**src/hw/timer_two_map.vh**
```
/*
 timer two control register map, field positions, reset values and
 register offsets for the APB slave of the timer/counter block.
 assumes inclusion by bare name from the design file.
*/
`ifndef TIMER_TWO_MAP_VH
`define TIMER_TWO_MAP_VH

// --------------------------------------------------------------
// register offsets (byte addresses)
// --------------------------------------------------------------
`define OFS_CONTROL      8'hC8
`define OFS_RELOAD       8'hCC
`define OFS_COUNT        8'hD0
`define OFS_SERIAL       8'hD4

// --------------------------------------------------------------
// control register fields
// --------------------------------------------------------------
`define BIT_OVF          7
`define BIT_EXT_FLAG     6
`define BIT_RX_SEL       5
`define BIT_TX_SEL       4
`define BIT_TRIG_EN      3
`define BIT_RUN          2
`define BIT_CNT_SEL      1
`define BIT_CAP_SEL      0

// serial register fields
`define BIT_UPDOWN       0
`define BIT_IRQ_EN       1
`define BIT_CLKOUT_EN    2

// --------------------------------------------------------------
// reset values
// --------------------------------------------------------------
`define RST_CONTROL      8'h00
`define RST_RELOAD       16'h0000
`define RST_COUNT        16'h0000
`define RST_SERIAL       3'h0

`endif

```
**src/hw/timer_two.v**
```verilog
/*
 sixteen bit timer/counter two with auto-reload, capture, serial baud
 clock supply and clock-out, reached over an APB slave.
 assumes all inputs synchronous to i_clk and a single clock domain.
*/
//Operation
//- overflow flag set unless rx/tx select set
//- trigger falling edge captures/reloads, sets event flag unless rx/tx select set
//- event flag interrupts only when updown disabled
//- rx select picks timer one or two
//- tx select picks timer one or two
//- rx and tx selected independently
//- run bit starts and stops counting
//- counter select picks oscillator or pin edges
//- baud and clock-out share reload registers
//- control resets to zero, bit writable
`timescale 1ns/100ps
`default_nettype none
`include "timer_two_map.vh"

module timer_two (
   input  wire        i_clk,
   input  wire        i_nrst,
   input  wire        i_psel,
   input  wire        i_penable,
   input  wire        i_pwrite,
   input  wire [7:0]  i_paddr,
   input  wire [31:0] i_pwdata,
   output reg  [31:0] o_prdata,
   output reg         o_pready,
   output reg         o_pslverr,
   input  wire        i_count_input_pin,
   input  wire        i_trigger_pin,
   input  wire        i_timer_one_overflow,
   output reg         o_rx_baud_tick,
   output reg         o_tx_baud_tick,
   output reg         o_clock_out,
   output reg         o_timer_irq
);

   // ------------------------------------------------------------
   // state
   // ------------------------------------------------------------
   reg  [7:0]  timer_two_control;
   reg  [15:0] reload_value;
   reg  [15:0] count;
   reg  [2:0]  serial_cfg;
   reg         count_pin_d;
   reg         trig_pin_d;

   wire        overflow_flag           = timer_two_control[`BIT_OVF];
   wire        external_event_flag     = timer_two_control[`BIT_EXT_FLAG];
   wire        rx_clock_select         = timer_two_control[`BIT_RX_SEL];
   wire        tx_clock_select         = timer_two_control[`BIT_TX_SEL];
   wire        external_trigger_enable = timer_two_control[`BIT_TRIG_EN];
   wire        run_control             = timer_two_control[`BIT_RUN];
   wire        counter_select          = timer_two_control[`BIT_CNT_SEL];
   wire        capture_reload_select   = timer_two_control[`BIT_CAP_SEL];
   wire        updown_enable           = serial_cfg[`BIT_UPDOWN];
   wire        irq_enable              = serial_cfg[`BIT_IRQ_EN];
   wire        clkout_enable           = serial_cfg[`BIT_CLKOUT_EN];

   // ------------------------------------------------------------
   // pin edge detection
   // ------------------------------------------------------------
   wire [1:0]  pin_now  = {i_trigger_pin, i_count_input_pin};
   wire [1:0]  pin_last = {trig_pin_d, count_pin_d};
   wire [1:0]  pin_fall;

   genvar      g;
   generate
      for (g = 0; g < 2; g = g + 1) begin : g_fall
         assign pin_fall[g] = pin_last[g] & ~pin_now[g];
      end
   endgenerate

   // detectors rest high like the pins, so reset gives no false edge
   always @(posedge i_clk or negedge i_nrst) begin
      if (!i_nrst) begin
         count_pin_d <= 1'b1;
         trig_pin_d  <= 1'b1;
      end else begin
         count_pin_d <= i_count_input_pin;
         trig_pin_d  <= i_trigger_pin;
      end
   end

   // ------------------------------------------------------------
   // counting and events
   // ------------------------------------------------------------
   wire        serial_mode  = rx_clock_select | tx_clock_select;
   wire        count_fall   = pin_fall[0];
   wire        trig_fall    = pin_fall[1];
   wire        tick         = run_control &
                              (counter_select ? count_fall : 1'b1);
   wire        overflow     = tick & (count == 16'hFFFF);
   wire        trig_event   = trig_fall & external_trigger_enable &
                              ~serial_mode;
   wire        capture_mode = capture_reload_select & ~serial_mode;

   // ------------------------------------------------------------
   // apb decode
   // ------------------------------------------------------------
   // a write lands at the edge where the master sees pready high
   wire        access  = i_psel & i_penable & ~o_pready;
   wire        done    = i_psel & i_penable & o_pready;
   wire        wr      = done & i_pwrite;
   wire        hit_ctl = (i_paddr == `OFS_CONTROL);
   wire        hit_rel = (i_paddr == `OFS_RELOAD);
   wire        hit_cnt = (i_paddr == `OFS_COUNT);
   wire        hit_ser = (i_paddr == `OFS_SERIAL);
   wire        mapped  = hit_ctl | hit_rel | hit_cnt | hit_ser;

   // read word of one register, zero for an unmapped address
   function [31:0] read_word;
      input [7:0]  addr;
      input [7:0]  ctl;
      input [15:0] rel;
      input [15:0] cnt;
      input [2:0]  ser;
      begin
         case (addr)
            `OFS_CONTROL: read_word = {24'h000000, ctl};
            `OFS_RELOAD:  read_word = {16'h0000, rel};
            `OFS_COUNT:   read_word = {16'h0000, cnt};
            `OFS_SERIAL:  read_word = {29'h0000000, ser};
            default:      read_word = 32'h00000000;
         endcase
      end
   endfunction

   // ------------------------------------------------------------
   // next register values
   // ------------------------------------------------------------
   reg  [7:0]  next_control;
   reg  [15:0] next_reload;
   reg  [15:0] next_count;
   reg  [2:0]  next_serial;

   // hardware set of a flag wins over a software clear
   always @* begin
      next_control = timer_two_control;
      if (wr && hit_ctl) begin
         next_control = i_pwdata[7:0];
      end
      if (overflow && !serial_mode) begin
         next_control[`BIT_OVF] = 1'b1;
      end
      if (trig_event) begin
         next_control[`BIT_EXT_FLAG] = 1'b1;
      end
   end

   // reload/capture register shared by baud and clock-out
   always @* begin
      next_reload = reload_value;
      if (trig_event && capture_mode) begin
         next_reload = count;
      end else if (wr && hit_rel) begin
         next_reload = i_pwdata[15:0];
      end
   end

   always @* begin
      next_count = count;
      if (wr && hit_cnt) begin
         next_count = i_pwdata[15:0];
      end else if (overflow || (trig_event && !capture_mode)) begin
         next_count = reload_value;
      end else if (tick) begin
         next_count = count + 16'h0001;
      end
   end

   always @* begin
      next_serial = serial_cfg;
      if (wr && hit_ser) begin
         next_serial = i_pwdata[2:0];
      end
   end

   // ------------------------------------------------------------
   // next output values
   // ------------------------------------------------------------
   reg         next_rx_tick;
   reg         next_tx_tick;
   reg         next_clock_out;
   reg         next_irq;
   reg         next_pready;
   reg         next_pslverr;
   reg  [31:0] next_prdata;

   // serial clocks, each chosen on its own
   always @* begin
      next_rx_tick   = rx_clock_select ? overflow : i_timer_one_overflow;
      next_tx_tick   = tx_clock_select ? overflow : i_timer_one_overflow;
      next_clock_out = o_clock_out;
      if (overflow && clkout_enable) begin
         next_clock_out = ~o_clock_out;
      end
      next_irq       = irq_enable & (next_control[`BIT_OVF] |
                       (next_control[`BIT_EXT_FLAG] & ~updown_enable));
   end

   // apb answer: one wait state, data stands with pready only
   always @* begin
      next_pready  = access;
      next_pslverr = access & ~mapped;
      next_prdata  = 32'h00000000;
      if (access && !i_pwrite) begin
         next_prdata = read_word(i_paddr, timer_two_control, reload_value, count, serial_cfg);
      end
   end

   // ------------------------------------------------------------
   // registers
   // ------------------------------------------------------------
   always @(posedge i_clk or negedge i_nrst) begin
      if (!i_nrst) begin
         timer_two_control <= `RST_CONTROL;
      end else begin
         timer_two_control <= next_control;
      end
   end

   always @(posedge i_clk or negedge i_nrst) begin
      if (!i_nrst) begin
         reload_value <= `RST_RELOAD;
      end else begin
         reload_value <= next_reload;
      end
   end

   always @(posedge i_clk or negedge i_nrst) begin
      if (!i_nrst) begin
         count <= `RST_COUNT;
      end else begin
         count <= next_count;
      end
   end

   always @(posedge i_clk or negedge i_nrst) begin
      if (!i_nrst) begin
         serial_cfg <= `RST_SERIAL;
      end else begin
         serial_cfg <= next_serial;
      end
   end

   always @(posedge i_clk or negedge i_nrst) begin
      if (!i_nrst) begin
         o_rx_baud_tick <= 1'b0;
      end else begin
         o_rx_baud_tick <= next_rx_tick;
      end
   end

   always @(posedge i_clk or negedge i_nrst) begin
      if (!i_nrst) begin
         o_tx_baud_tick <= 1'b0;
      end else begin
         o_tx_baud_tick <= next_tx_tick;
      end
   end

   always @(posedge i_clk or negedge i_nrst) begin
      if (!i_nrst) begin
         o_clock_out <= 1'b0;
      end else begin
         o_clock_out <= next_clock_out;
      end
   end

   always @(posedge i_clk or negedge i_nrst) begin
      if (!i_nrst) begin
         o_timer_irq <= 1'b0;
      end else begin
         o_timer_irq <= next_irq;
      end
   end

   always @(posedge i_clk or negedge i_nrst) begin
      if (!i_nrst) begin
         o_pready <= 1'b0;
      end else begin
         o_pready <= next_pready;
      end
   end

   always @(posedge i_clk or negedge i_nrst) begin
      if (!i_nrst) begin
         o_pslverr <= 1'b0;
      end else begin
         o_pslverr <= next_pslverr;
      end
   end

   always @(posedge i_clk or negedge i_nrst) begin
      if (!i_nrst) begin
         o_prdata <= 32'h00000000;
      end else begin
         o_prdata <= next_prdata;
      end
   end

endmodule // timer_two
`default_nettype wire

```
**config.mk**
```make
export PLATFORM = sky130hd
export DESIGN_NAME = timer_two
export DESIGN_NICKNAME = d
export VERILOG_FILES = /design/src/hw/timer_two.v
export VERILOG_INCLUDE_DIRS = /design/src /design/src/hw
export SDC_FILE = /design/constraint.sdc
export NUM_CORES = 1
export LEC_CHECK = 0
export ABC_AREA = 1
export BUFFER_PORTS_ARGS = -buffer_cell sky130_fd_sc_hd__buf_2
export CAP_MARGIN = 20
export CORE_UTILIZATION = 45
export DETAILED_ROUTE_END_ITERATION = 10
export PLACE_DENSITY = 0.73
export SYNTH_ARGS = -nofsm -noshare
export SYNTH_HDL_FRONTEND = slang
export SYNTH_SLANG_ARGS = --single-unit
export TNS_END_PERCENT = 1
```
**constraint.sdc**
```tcl
create_clock -name i_clk -period 5.2 [get_ports i_clk]
set_input_delay 0 -clock i_clk [delete_from_list [all_inputs] [get_ports i_clk]]
set_output_delay 0 -clock i_clk [all_outputs]
set_load 0.1 [all_outputs]
```
* After elaboration in Yosys (flattened, before gate mapping)
Cells that the tools add are included.
** Storage, ports and cells
- Logic and storage cells :: 74
- Bits of input ports :: 48
- Bits in registers :: 83
** Operators by class
- Muxes and demuxes :: 13
- Reductions and logical operators :: 15
- Add/subtract/negate cells :: 1
- Bitwise operators :: 26
- Equality and inequality tests :: 5
** Operators by type and width (number)
- $mux 16 :: 5
- $pmux 16 s4 :: 1
- $eq 8x8->1 const B :: 4
- $mux 32 :: 1
- $add 16x1->16 const B :: 1
- $eq 16x16->1 const B :: 1
- $and 1x1->1 :: 14
- $logic_and 1x1->1 :: 9
- $mux 8 :: 1
- $not 1->1 :: 7
- $mux 1 :: 5
- $or 1x1->1 :: 5
- $logic_not 1->1 :: 3
- $reduce_bool 3->1 :: 1
- $reduce_bool 2->1 :: 1
- $logic_or 1x1->1 :: 1

* Depth between registers and ports, before layout
Gate-level depths: netlist of the first run.
- Word-level depth :: 9
- Gate-level depth with buffers :: 12

* Least setup slack after synthesis of the first run
No wires, ideal clock.
- Kind :: register -> register
- Start point :: register o_pready
- End point :: register count[11]
- Slack :: 3.131 ns
- Period minus slack after synthesis :: 2.069 ns
- Data required time :: 5.084 ns
- Data arrival time :: 1.953 ns
- Path buffers :: 1
- Stages on the path, launching flop included :: 9
- Cells stage by stage :: dfrtp_1 -> nand2_1 -> nor2_2 -> nand3_1 -> clkbuf_1 -> nor2_1 -> nor2_2 -> nand2_1 -> nand2_1
** Between the ends
- Longest elaborated chain between the ends :: 4
- Elaborated cells between the ends (all ways) :: 5
- Classes of those cells :: mux: 1; bitwise: 2; reduce/logical: 2
** RTL lines
- start: declaration :: line timer_two.v:30 : output reg o_pready,
- start signal: assignment :: line timer_two.v:286 : o_pready <= next_pready;
- $and 1x1->1 (*) :: line timer_two.v:106 : wire done = i_psel & i_penable & o_pready;
- $and 1x1->1 (*) :: line timer_two.v:107 : wire wr = done & i_pwrite;
- $logic_and 1x1->1 (*) :: line timer_two.v:166 : if (wr && hit_cnt) begin
- $reduce_bool 3->1 (no line) / $mux 16 (equally long branches)
- end signal: assignment :: line timer_two.v:236 : count <= `RST_COUNT;
- end signal: assignment :: line timer_two.v:238 : count <= next_count;
- end: declaration :: line timer_two.v:46 : reg [15:0] count;
Mark *: on every way between the ends. The rest lies on a longest branch, timed or not.
A chain may end at the register's enable or synchronous reset.

* Worst setup path after layout of the first run
- Start point :: register count[0]
- End point :: register count[0]
** Between the ends
- Longest elaborated chain between the ends :: 5
- Elaborated cells between the ends (all ways) :: 8
- Classes of those cells :: add/sub: 1; eq/ne: 1; mux: 3; bitwise: 1; reduce/logical: 2
** RTL lines
- parallel branches: the longest is 5 deep, another holds $add 16x1->16
Parallel ways; which one is timed is not known. The select of a mux whose other input is x is not followed.

==> flow_metrics.tcl, run 1 <==
set metrics [dict create \
    post_layout_nonfiller_instances 739 \
    max_slew.worst_pin.slew_ns 0.890 \
    n_antenna_cell 0 \
    clkSlewWorstSetupHoldPaths_ns 0.07 \
    path_max_fanout 32 \
    synthXorXnorAreaFrac 0.00885 \
    cellPowerDensity_mw_per_mm2 263 \
    setup_tns_ns 0 \
    syn_inst 562 \
    synth_compound_area_frac 0.0759 \
    worstSetupEndpointType "register" \
    clock-sinks 67 \
    place_inst 704 \
    synth_area_leaders "dfrtp_1 41%, nand2_1 20%, nand3_1 7.0%" \
    avgSynthCellArea_sq_um 7.04 \
    clk_latency_ns 0.36 \
    synthArstFlopShare 1.00 \
    cts_buffer_depth 2 \
    nFillCells 777 \
    cp_cell_sequence "ha_1 > nand2_1 > nor2_4 > nand2_2 > nor2_4 > nand2_4 > nand2_8 > nor2_4 > nor2_1 > nand2_1 > nand2_1" \
    drc 0 \
    min_period_over_period 0.480 \
    setup_viol 0 \
    slowest_delay_ns 0.70 \
    initial_core_util 0.472 \
    grt_pass1_wl_microns 16700 \
    rows 33 \
    grt_setup_unrepaired "false" \
    cp_top_family "simple AND/OR/NAND/NOR gates" \
    cp_num_buf_inv 0 \
    core-area_sq_mm 0.00838 \
    start_kind "register" \
    crit_required_ns 5.45 \
    synthSimpleGateAreaFrac 0.391 \
    fmax_mhz 400 \
    finalClockSkew_ns 0.0135 \
    yosys-top-cells-count "207 x nand2_1, 65 x dfrtp_1, 55 x nand3_1, 52 x nor2_1, 38 x o21ai_0" \
    grt_pass1_vias 3498 \
    ioPinCount 86 \
    cts_resized 0 \
    synth_top_family_by_area "simple AND/OR/NAND/NOR gates" \
    synth_area_sq_mm 0.00396 \
    nNetsFinal 678 \
    firstDrtPassIters 5 \
    gr-total-overflow 0 \
    relSlewSlack 0.405 \
    drt_iter0_markers 302 \
    cp.arrival_ns 2.75 \
    synth_edf_count 0 \
    synth_top_area_cell "dfrtp_1" \
    die_area_sq_mm 0.00918 \
    antenna_found_initial 0 \
    wire_per_inst_microns 13.9 \
    clk_root_buffer_cell "clkbuf_8" \
    status "complete, no violations" \
    ys_types 27 \
    post-dp-hpwl_microns 7080 \
    ys.flop_type "dfrtp_1" \
    grt_max_degree 68 \
    peakVddDrop_uv 119 \
    holdBufCountCts 19 \
    num_vias 3800 \
    numPortBuffers 53 \
    muxShareOfSynthArea 0 \
    yosysMostFrequentCell "nand2_1" \
    cts_setup_buffers 0 \
    netlist.area_leader.share 0.411 \
    synth_seq_area_share 0.424 \
    synth-seq-cells 67 \
    ant_nets 0 \
    slew_violations 0 \
    htreeDepth 3 \
    maxCapViolCount 0 \
    fin_crit_ns 2.50 \
    yosys.area_share.adder 0.00316 \
    yosysWarnings 0 \
    cellLeakagePower_nw 2.40 \
    die_h_microns 95.8 \
    critPathSlowestCell "nor2_4" \
    path_class "register to register" \
    track_usage 0.244 \
    cts-buffers-inserted 9 \
    place_congestion 0.880 \
    die_width_microns 95.8 \
    post-route-util 0.558 \
    hold_violations 0 \
    drive_above_1_share 0.172 \
    syn2layout_area_growth_pct 18.0 \
    via_per_inst 5.14 \
    cts_tree "done" \
    worstHoldPathType "input port to register" \
    wirelength_microns 10300 \
]
[placed cells by master, fill, tap and decap left out, types with 15 or more instances in the layout]
cell	count
dlygate4sd3_1	19
buf_2	53
conb_1	16
dfrtp_1	65
nor2_2	19
a21oi_1	15
nor2_1	52
inv_1	36
nand3_1	55
nand2_1	207
o21ai_0	38
[sequential cells by signal (all words and copies together) (netlist names), 3 cells and up]
name and flops:
o_prdata 16, reload_value 16, count 16, serial_cfg 3, timer_two_control 8
[worst register-to-register path: stages (launching register included)]
cell     delay, ns
dfrtp_1       0.47
ha_1          0.27
nand2_1       0.12
nor2_4        0.05
nand2_2       0.12
nor2_4        0.06
nand2_4       0.18
nand2_8       0.16
nor2_4        0.70
nor2_1        0.11
nand2_1       0.10
nand2_1       0.05
[layer usage]
metal  wire [microns]  vias to the layer above  share of wire  track usage
li1                 -                     1887              -            -
met1             4680                     1746           0.45        0.311
met2             4760                      148           0.46        0.405
met3              653                       19          0.063       0.0561
met4              214                        0          0.021       0.0908
met5                0                        -              0            0
[layout make-up]
type                            count  area, sq um  share of cell area
Clock buffer                       10          128              0.0273
Multi-Input combinational cell    435         1960               0.420
Tap cell                          105          131              0.0281
Clock inverter                      6          138              0.0295
Sequential cell                    67         1680               0.359
Inverter                           40          150              0.0321
Timing Repair Buffer               76          485               0.104
[final timing paths]
check	cells past startpoint	end	slack, ns	from
setup / recovery	11	count[0]$_DFFE_PN0P_	2.70	count[0]$_DFFE_PN0P_
hold / removal	3	timer_two_control[6]$_DFF_PN0_	0.007	i_pwdata[6]
setup reg to reg	11	count[0]$_DFFE_PN0P_	2.70	count[0]$_DFFE_PN0P_
hold reg to reg	1	o_clock_out$_DFFE_PN0P_	0.49	o_clock_out$_DFFE_PN0P_
max in group asynchronous	3	o_clock_out$_DFFE_PN0P_	4.29	i_nrst
min in group asynchronous	3	count[1]$_DFFE_PN0P_	0.36	i_nrst
[cell families (layout without fill, tap and decap cells)]
group / count (synthesis) / in the layout
compound gates: 58 / 58
fa+ha+maj: 1 / 1
flops: 67 / 67
other cells: 1 / 16
buf+inv: 75 / 132
simple gates: 356 / 356
xor+xnor: 4 / 4
[where the power goes]
| group | total (mW) | leakage [nW] | internal (mW) | switching [mW] |
|---|---|---|---|---|
| logic | 0.115 | 1.36 | 0.0256 | 0.0898 |
| clock network | 0.588 | 0.131 | 0.369 | 0.219 |
| registers | 0.528 | 0.907 | 0.524 | 0.00312 |
| total | 1.23 | 2.40 | 0.919 | 0.312 |
[per-stage QoR]
step	worst slack, ns	cell area (sq um)	power, mW	hold WS (ns)
final	2.70	4670	1.23	0.00715
after global routing	2.56	4670	1.26	0.0361
after CTS	2.70	4670	1.23	0.00432
after detailed placement	2.71	4220	0.642	0.118
after global placement	2.73	4220	0.641	0.116
after floorplan	3.13	4020	0.619	-0.296
(Power assumes the default switching activity.)
==> run 2: changes to the inputs <==
ABC_AREA = 0   (was 1)
PLACE_DENSITY = 0.74   (was 0.73)
clock period = 2.6 ns   (was 5.2 ns; I/O delays follow)
==> run 2 against run 1 <==
  * Total power grew 110%
  * Sequential share of layout area is 1.8 points higher
  * Via count down 21%
  * Setup slack lost 2.3 ns
  * Hold slack improved by 0.013 ns
  * Combinational power rose to 3.6 times the previous value
  * Die area shrank 6.0%
  * Count of clock-buffer cells in the layout up 1
  * Critical path type unchanged
==> flow_metrics.tcl, run 2 <==
set metrics [dict create \
    max_slew.worst_pin.slew_ns 0.707 \
    peakVddDrop_uv 253 \
    drive_above_1_share 0.268 \
    place_congestion 0.886 \
    clkSlewWorstSetupHoldPaths_ns 0.08 \
    yosys-top-cells-count "65 x dfrtp_1, 34 x nand2_1, 31 x mux2i_1, 31 x o21ai_1, 25 x nor2_1" \
    final_cell_mix "65 x dfrtp_1, 53 x buf_2, 34 x nand2_1, 31 x mux2i_1, 31 x o21ai_1" \
    syn_inst 354 \
    grt_use_met2 0.359 \
    nNetsFinal 480 \
    clk_latency_ns 0.35 \
    clk_root_buffer_cell "clkbuf_8" \
    timing.rr.start "count[0]$_DFFE_PN0P_" \
    antenna_found_initial 0 \
    cellPowerDensity_mw_per_mm2 581 \
    worstHoldPathType "input port to register" \
    post-dp-hpwl_microns 6170 \
    power_mw 2.58 \
    min_period_over_period 0.833 \
    synth_area_sq_mm 0.00371 \
    initial_core_util 0.473 \
    grt_max_degree 44 \
    hold_violations 0 \
    status "complete, no violations" \
    via_per_inst 5.57 \
    setup_viol 0 \
    ioPinCount 86 \
    synthArstFlopShare 1.00 \
    htreeDepth 3 \
    drc 0 \
    crit_required_ns 2.85 \
    cts_resized 0 \
    worstSetupEndpointType "register" \
    ys.flop_type "dfrtp_1" \
    wirelength_microns 8690 \
    die_width_microns 92.9 \
    startpoint "count[0]$_DFFE_PN0P_" \
    relSlewSlack 0.528 \
    timing.rr.end "count[1]$_DFFE_PN0P_" \
    finalClockSkew_ns 0.00851 \
    grt_use_met3 0.0608 \
    ys_types 53 \
    die_area_sq_mm 0.00862 \
    num_vias 2994 \
    min_delay_path_depth 4 \
    mostFrequentLayoutCell "dfrtp_1" \
    avgSynthCellArea_sq_um 10.5 \
    die_h_microns 92.9 \
    cp.arrival_ns 2.41 \
    hp-start "i_penable" \
    grt_setup_unrepaired "false" \
    reg2reg_setup_slack_ns 0.43 \
    maxCapViolCount 0 \
    synth_seq_area_share 0.452 \
    grt_busiest_layer "met2" \
    worstHoldEndpoint "o_pready$_DFF_PN0_" \
    rows 32 \
    firstDrtPassIters 4 \
    fmax_mhz 462 \
    gr-total-overflow 0 \
    cellLeakagePower_nw 2.20 \
    start_kind "register" \
    r2r_cells 6 \
    fin_crit_ns 2.17 \
    track_usage 0.222 \
    yosysMostFrequentCell "dfrtp_1" \
    grt_pass1_vias 2934 \
    synth-seq-cells 67 \
    drt_iter0_markers 175 \
    netlist.area_leader.share 0.438 \
    numPortBuffers 53 \
    n_antenna_cell 0 \
    setup_tns_ns 0 \
    cts_tree "done" \
    cts_buffer_depth 2 \
    synth_edf_count 0 \
    ant_nets 0 \
    wire_per_inst_microns 16.2 \
    yosysWarnings 0 \
    core-area_sq_mm 0.00785 \
    syn2layout_area_growth_pct 19.8 \
    path_max_fanout 12 \
    synth_area_leaders "dfrtp_1 44%, mux2i_1 8.4%, a22oi_1 4.2%" \
    grt_pass1_wl_microns 14700 \
    synth_top_area_cell "dfrtp_1" \
    path_class "register to register" \
    top_regs "count (16), o_prdata (16), reload_value (16)" \
    grt_use_met1 0.282 \
    clock-sinks 67 \
    slew_violations 0 \
    cts-buffers-inserted 9 \
]
[run 2: cell types whose count changed after synthesis, sizes merged, moves of 5 or more]
cell / change
mux2i: +31
inv: -36
a21oi: -13
xor2: +6
mux2: +12
nor2: -51
a22oi: +31
nand2: -179
nand3: -45
xnor2: +5
[run 2: how the worst max path moves through the flow]
stage / end / cells past startpoint
after floorplan: o_timer_irq$_DFF_PN0_ / 6
after global placement: count[1]$_DFFE_PN0P_ / 6
after detailed placement: count[1]$_DFFE_PN0P_ / 6
after CTS: count[1]$_DFFE_PN0P_ / 6
after global routing: count[1]$_DFFE_PN0P_ / 6
final: count[1]$_DFFE_PN0P_ / 6
[run 2: logic make-up (layout without fill, tap and decap cells)]
group / Yosys count / count (layout) / share of synthesized area
fa+ha+maj: 1 / 1 / 0.00337
compound gates: 85 / 85 / 0.164
buf+inv: 39 / 106 / 0.0653
flops: 67 / 67 / 0.452
simple gates: 103 / 103 / 0.159
other cells: 1 / 16 / 0.00101
xor+xnor: 15 / 15 / 0.0354
mux: 43 / 43 / 0.120
[run 2: final cells by class]
class	count	area (sq um)
clock inverters	5	60.1
multi-input cells	263	1850
flip-flops and latches	67	1680
clock buffers	11	151
fillers	693	3400
repair buffers	86	563
well taps	102	128
inverters	4	15.0
[run 2: power by group]
part | internal [mW] | switching [mW] | leakage, nW
Clock | 0.498 | 0.416 | 0.106
Sequential | 1.11 | 0.146 | 0.902
Combinational | 0.154 | 0.264 | 1.19
[run 2: stage by stage]
step                      std cells   util  instance area (sq um)  hold WS [ns]  setup slack (ns)
after floorplan                 369      -                   3770        -0.296             0.348
after global placement          502  0.515                   4040        0.0148             0.462
after detailed placement        502  0.515                   4040        0.0252             0.456
after CTS                       538  0.567                   4450        0.0159             0.425
after global routing            538  0.567                   4450        0.0325             0.299
final                           538  0.567                   4450        0.0200             0.434
[run 2: what timing repair did]
action	4_1_cts	5_1_grt
endpoints found under the hold margin	110	0
hold buffers	20	0
setup buffers	0	0
[run 2: per-layer routing]
layer | vias to the layer above | wire, microns
met5 | - | 0
met4 | 0 | 179
met3 | 17 | 598
met2 | 107 | 4100
met1 | 1471 | 3810
li1 | 1399 | -
[run 2: critical path: stages, from the launching register on]
cell and delay (ns):
dfrtp_1 0.45, ha_1 0.29, nand3_2 0.18, nor4_4 0.40
a21oi_4 0.22, mux2_1 0.35, o21a_1 0.16
==> run 3: changes to the inputs <==
clock period = 2 ns   (was 2.6 ns; I/O delays follow)
==> run 3 against run 2 <==
  * Count of clock-buffer cells in the layout rose by 1
  * Die area did not move
  * Setup slack got worse by 0.31 ns
  * Cell count is 3.3% higher
  * Sequential power is 22% higher
  * Routed wire length increased by 8.0%
  * Highest routed layer unchanged
==> flow_metrics.tcl, run 3 (synthesized netlist as in run 2, its figures left out) <==
set metrics [dict create \
    track_usage 0.235 \
    initial_core_util 0.473 \
    cts-buffers-inserted 9 \
    n_antenna_cell 0 \
    firstDrtPassIters 5 \
    mostFrequentLayoutCell "dfrtp_1" \
    startpoint "trig_pin_d$_DFF_PN1_" \
    worstHoldPathType "input port to register" \
    die_width_microns 92.9 \
    grt_max_degree 42 \
    post-dp-hpwl_microns 6690 \
    clk_root_buffer_cell "clkbuf_8" \
    antenna_found_initial 0 \
    nNetsFinal 498 \
    grt_pass1_wl_microns 15300 \
    wirelength_microns 9390 \
    p_clk_frac 0.361 \
    relSlewSlack 0.569 \
    switchingPower_mw 1.11 \
    max_slew.worst_pin.slew_ns 0.646 \
    final_cell_mix "64 x dfrtp_1, 53 x buf_2, 33 x nand2_1, 31 x mux2i_1, 31 x o21ai_1" \
    die_h_microns 92.9 \
    post_layout_nonfiller_instances 556 \
    p_int_mw 2.50 \
    cts_buffer_depth 2 \
    clock-sinks 67 \
    start_kind "register" \
    die_area_sq_mm 0.00862 \
    wire_per_inst_microns 16.9 \
    syn2layout_area_growth_pct 25.1 \
    seqPwrFrac 0.420 \
    fin_crit_ns 1.88 \
    top_regs "count (16), o_prdata (16), reload_value (16)" \
    hp-start "i_pwrite" \
    cp_top_family "simple AND/OR/NAND/NOR gates" \
    slew_violations 0 \
    worstSetupEndpointType "register" \
    maxCapViolCount 0 \
    cp_cell_sequence "and4bb_1 > nor3b_2 > nor3_2 > buf_12 > a22oi_2 > o21ai_1" \
    fmax_mhz 532 \
    clk_latency_ns 0.36 \
    cp_num_buf_inv 1 \
    hold_violations 0 \
    postPlaceCellArea_sq_mm 0.00420 \
    drt_iter0_markers 236 \
    place_congestion 0.901 \
    path_class "register to register" \
    drc 0 \
    crit_required_ns 2.23 \
    cts_tree "done" \
    ant_nets 0 \
    slowest_delay_ns 0.51 \
    clkSlewWorstSetupHoldPaths_ns 0.08 \
    cp.arrival_ns 2.11 \
    critPathSlowestCell "dfstp_2" \
    drive_above_1_share 0.295 \
    setup_tns_ns 0 \
    num_vias 3067 \
    nFillCells 665 \
    min_period_over_period 0.940 \
    post-route-util 0.592 \
    power_mw 3.61 \
    rows 32 \
    finalClockSkew_ns 0.00959 \
    p_comb_frac 0.219 \
    peakVddDrop_uv 325 \
    core-area_sq_mm 0.00785 \
    grt_setup_unrepaired "false" \
    cellPowerDensity_mw_per_mm2 777 \
    numPortBuffers 53 \
    timing.rr.start "trig_pin_d$_DFF_PN1_" \
    grt_pass1_vias 3006 \
    place_inst 518 \
    path_max_fanout 8 \
    design_area_sq_mm 0.00465 \
    ioPinCount 86 \
    status "complete, no violations" \
    gr-total-overflow 0 \
    via_per_inst 5.52 \
    power_switching_share 0.307 \
    htreeDepth 3 \
    setup_viol 0 \
    cellLeakagePower_nw 2.31 \
]
[run 3: routing by layer]
layer,global-route usage,wire length (microns),vias up
li1,-,-,1423
met1,0.303,4010,1509
met2,0.381,4570,120
met3,0.0583,637,15
met4,0.0897,170,0
met5,0,0,-
[run 3: timing repair]
item,CTS,global route
endpoints found under the setup margin,0,16
hold endpoints to repair,68,0
setup buffers,0,0
resized for setup,0,1
hold buffers,22,0
[run 3: final timing paths]
check                                           to  slack, ns  depth (start not counted)
setup / recovery              count[6]$_DFFE_PN0P_       0.12                          6
hold / removal               o_prdata[0]$_DFF_PN0_       0.15                          4
setup reg to reg              count[6]$_DFFE_PN0P_       0.12                          6
hold reg to reg            o_clock_out$_DFFE_PN0P_       0.47                          1
max in group asynchronous    o_prdata[8]$_DFF_PN0_       1.15                          3
min in group asynchronous  o_clock_out$_DFFE_PN0P_       0.21                          2
[run 3: layout make-up]
class	instances	area [sq um]	area share
multi-input combinational	263	1860	0.399
tap	102	128	0.0275
sequential	67	1680	0.362
timing repair buffer	104	741	0.159
inverter	4	15.0	0.00323
clock buffer	12	155	0.0334
clock inverter	4	72.6	0.0156
[run 3: metrics by stage]
stage | setup WS, ns | hold slack [ns]
2_1_floorplan | 0.0863 | -0.296
3_5_place_dp | 0.140 | 0.0665
4_1_cts | 0.117 | 0.155
5_1_grt | 0.0323 | 0.199
6_report | 0.120 | 0.149
3_3_place_gp | 0.159 | 0.0393
[run 3: power groups by stage]
stage	sequential [mW]	combinational, mW	clock [mW]
after floorplan	1.57	0.475	0
after global placement	1.54	0.731	0
after detailed placement	1.54	0.751	0
after CTS	1.51	0.788	1.32
after global routing	1.52	0.855	1.38
final	1.52	0.791	1.30
[run 3: worst reg2reg max path: stages, from the launching register on]
cell and delay [ns]:
dfstp_2 0.51, and4bb_1 0.27, nor3b_2 0.38, nor3_2 0.18, buf_12 0.19, a22oi_2 0.12, o21ai_1 0.10
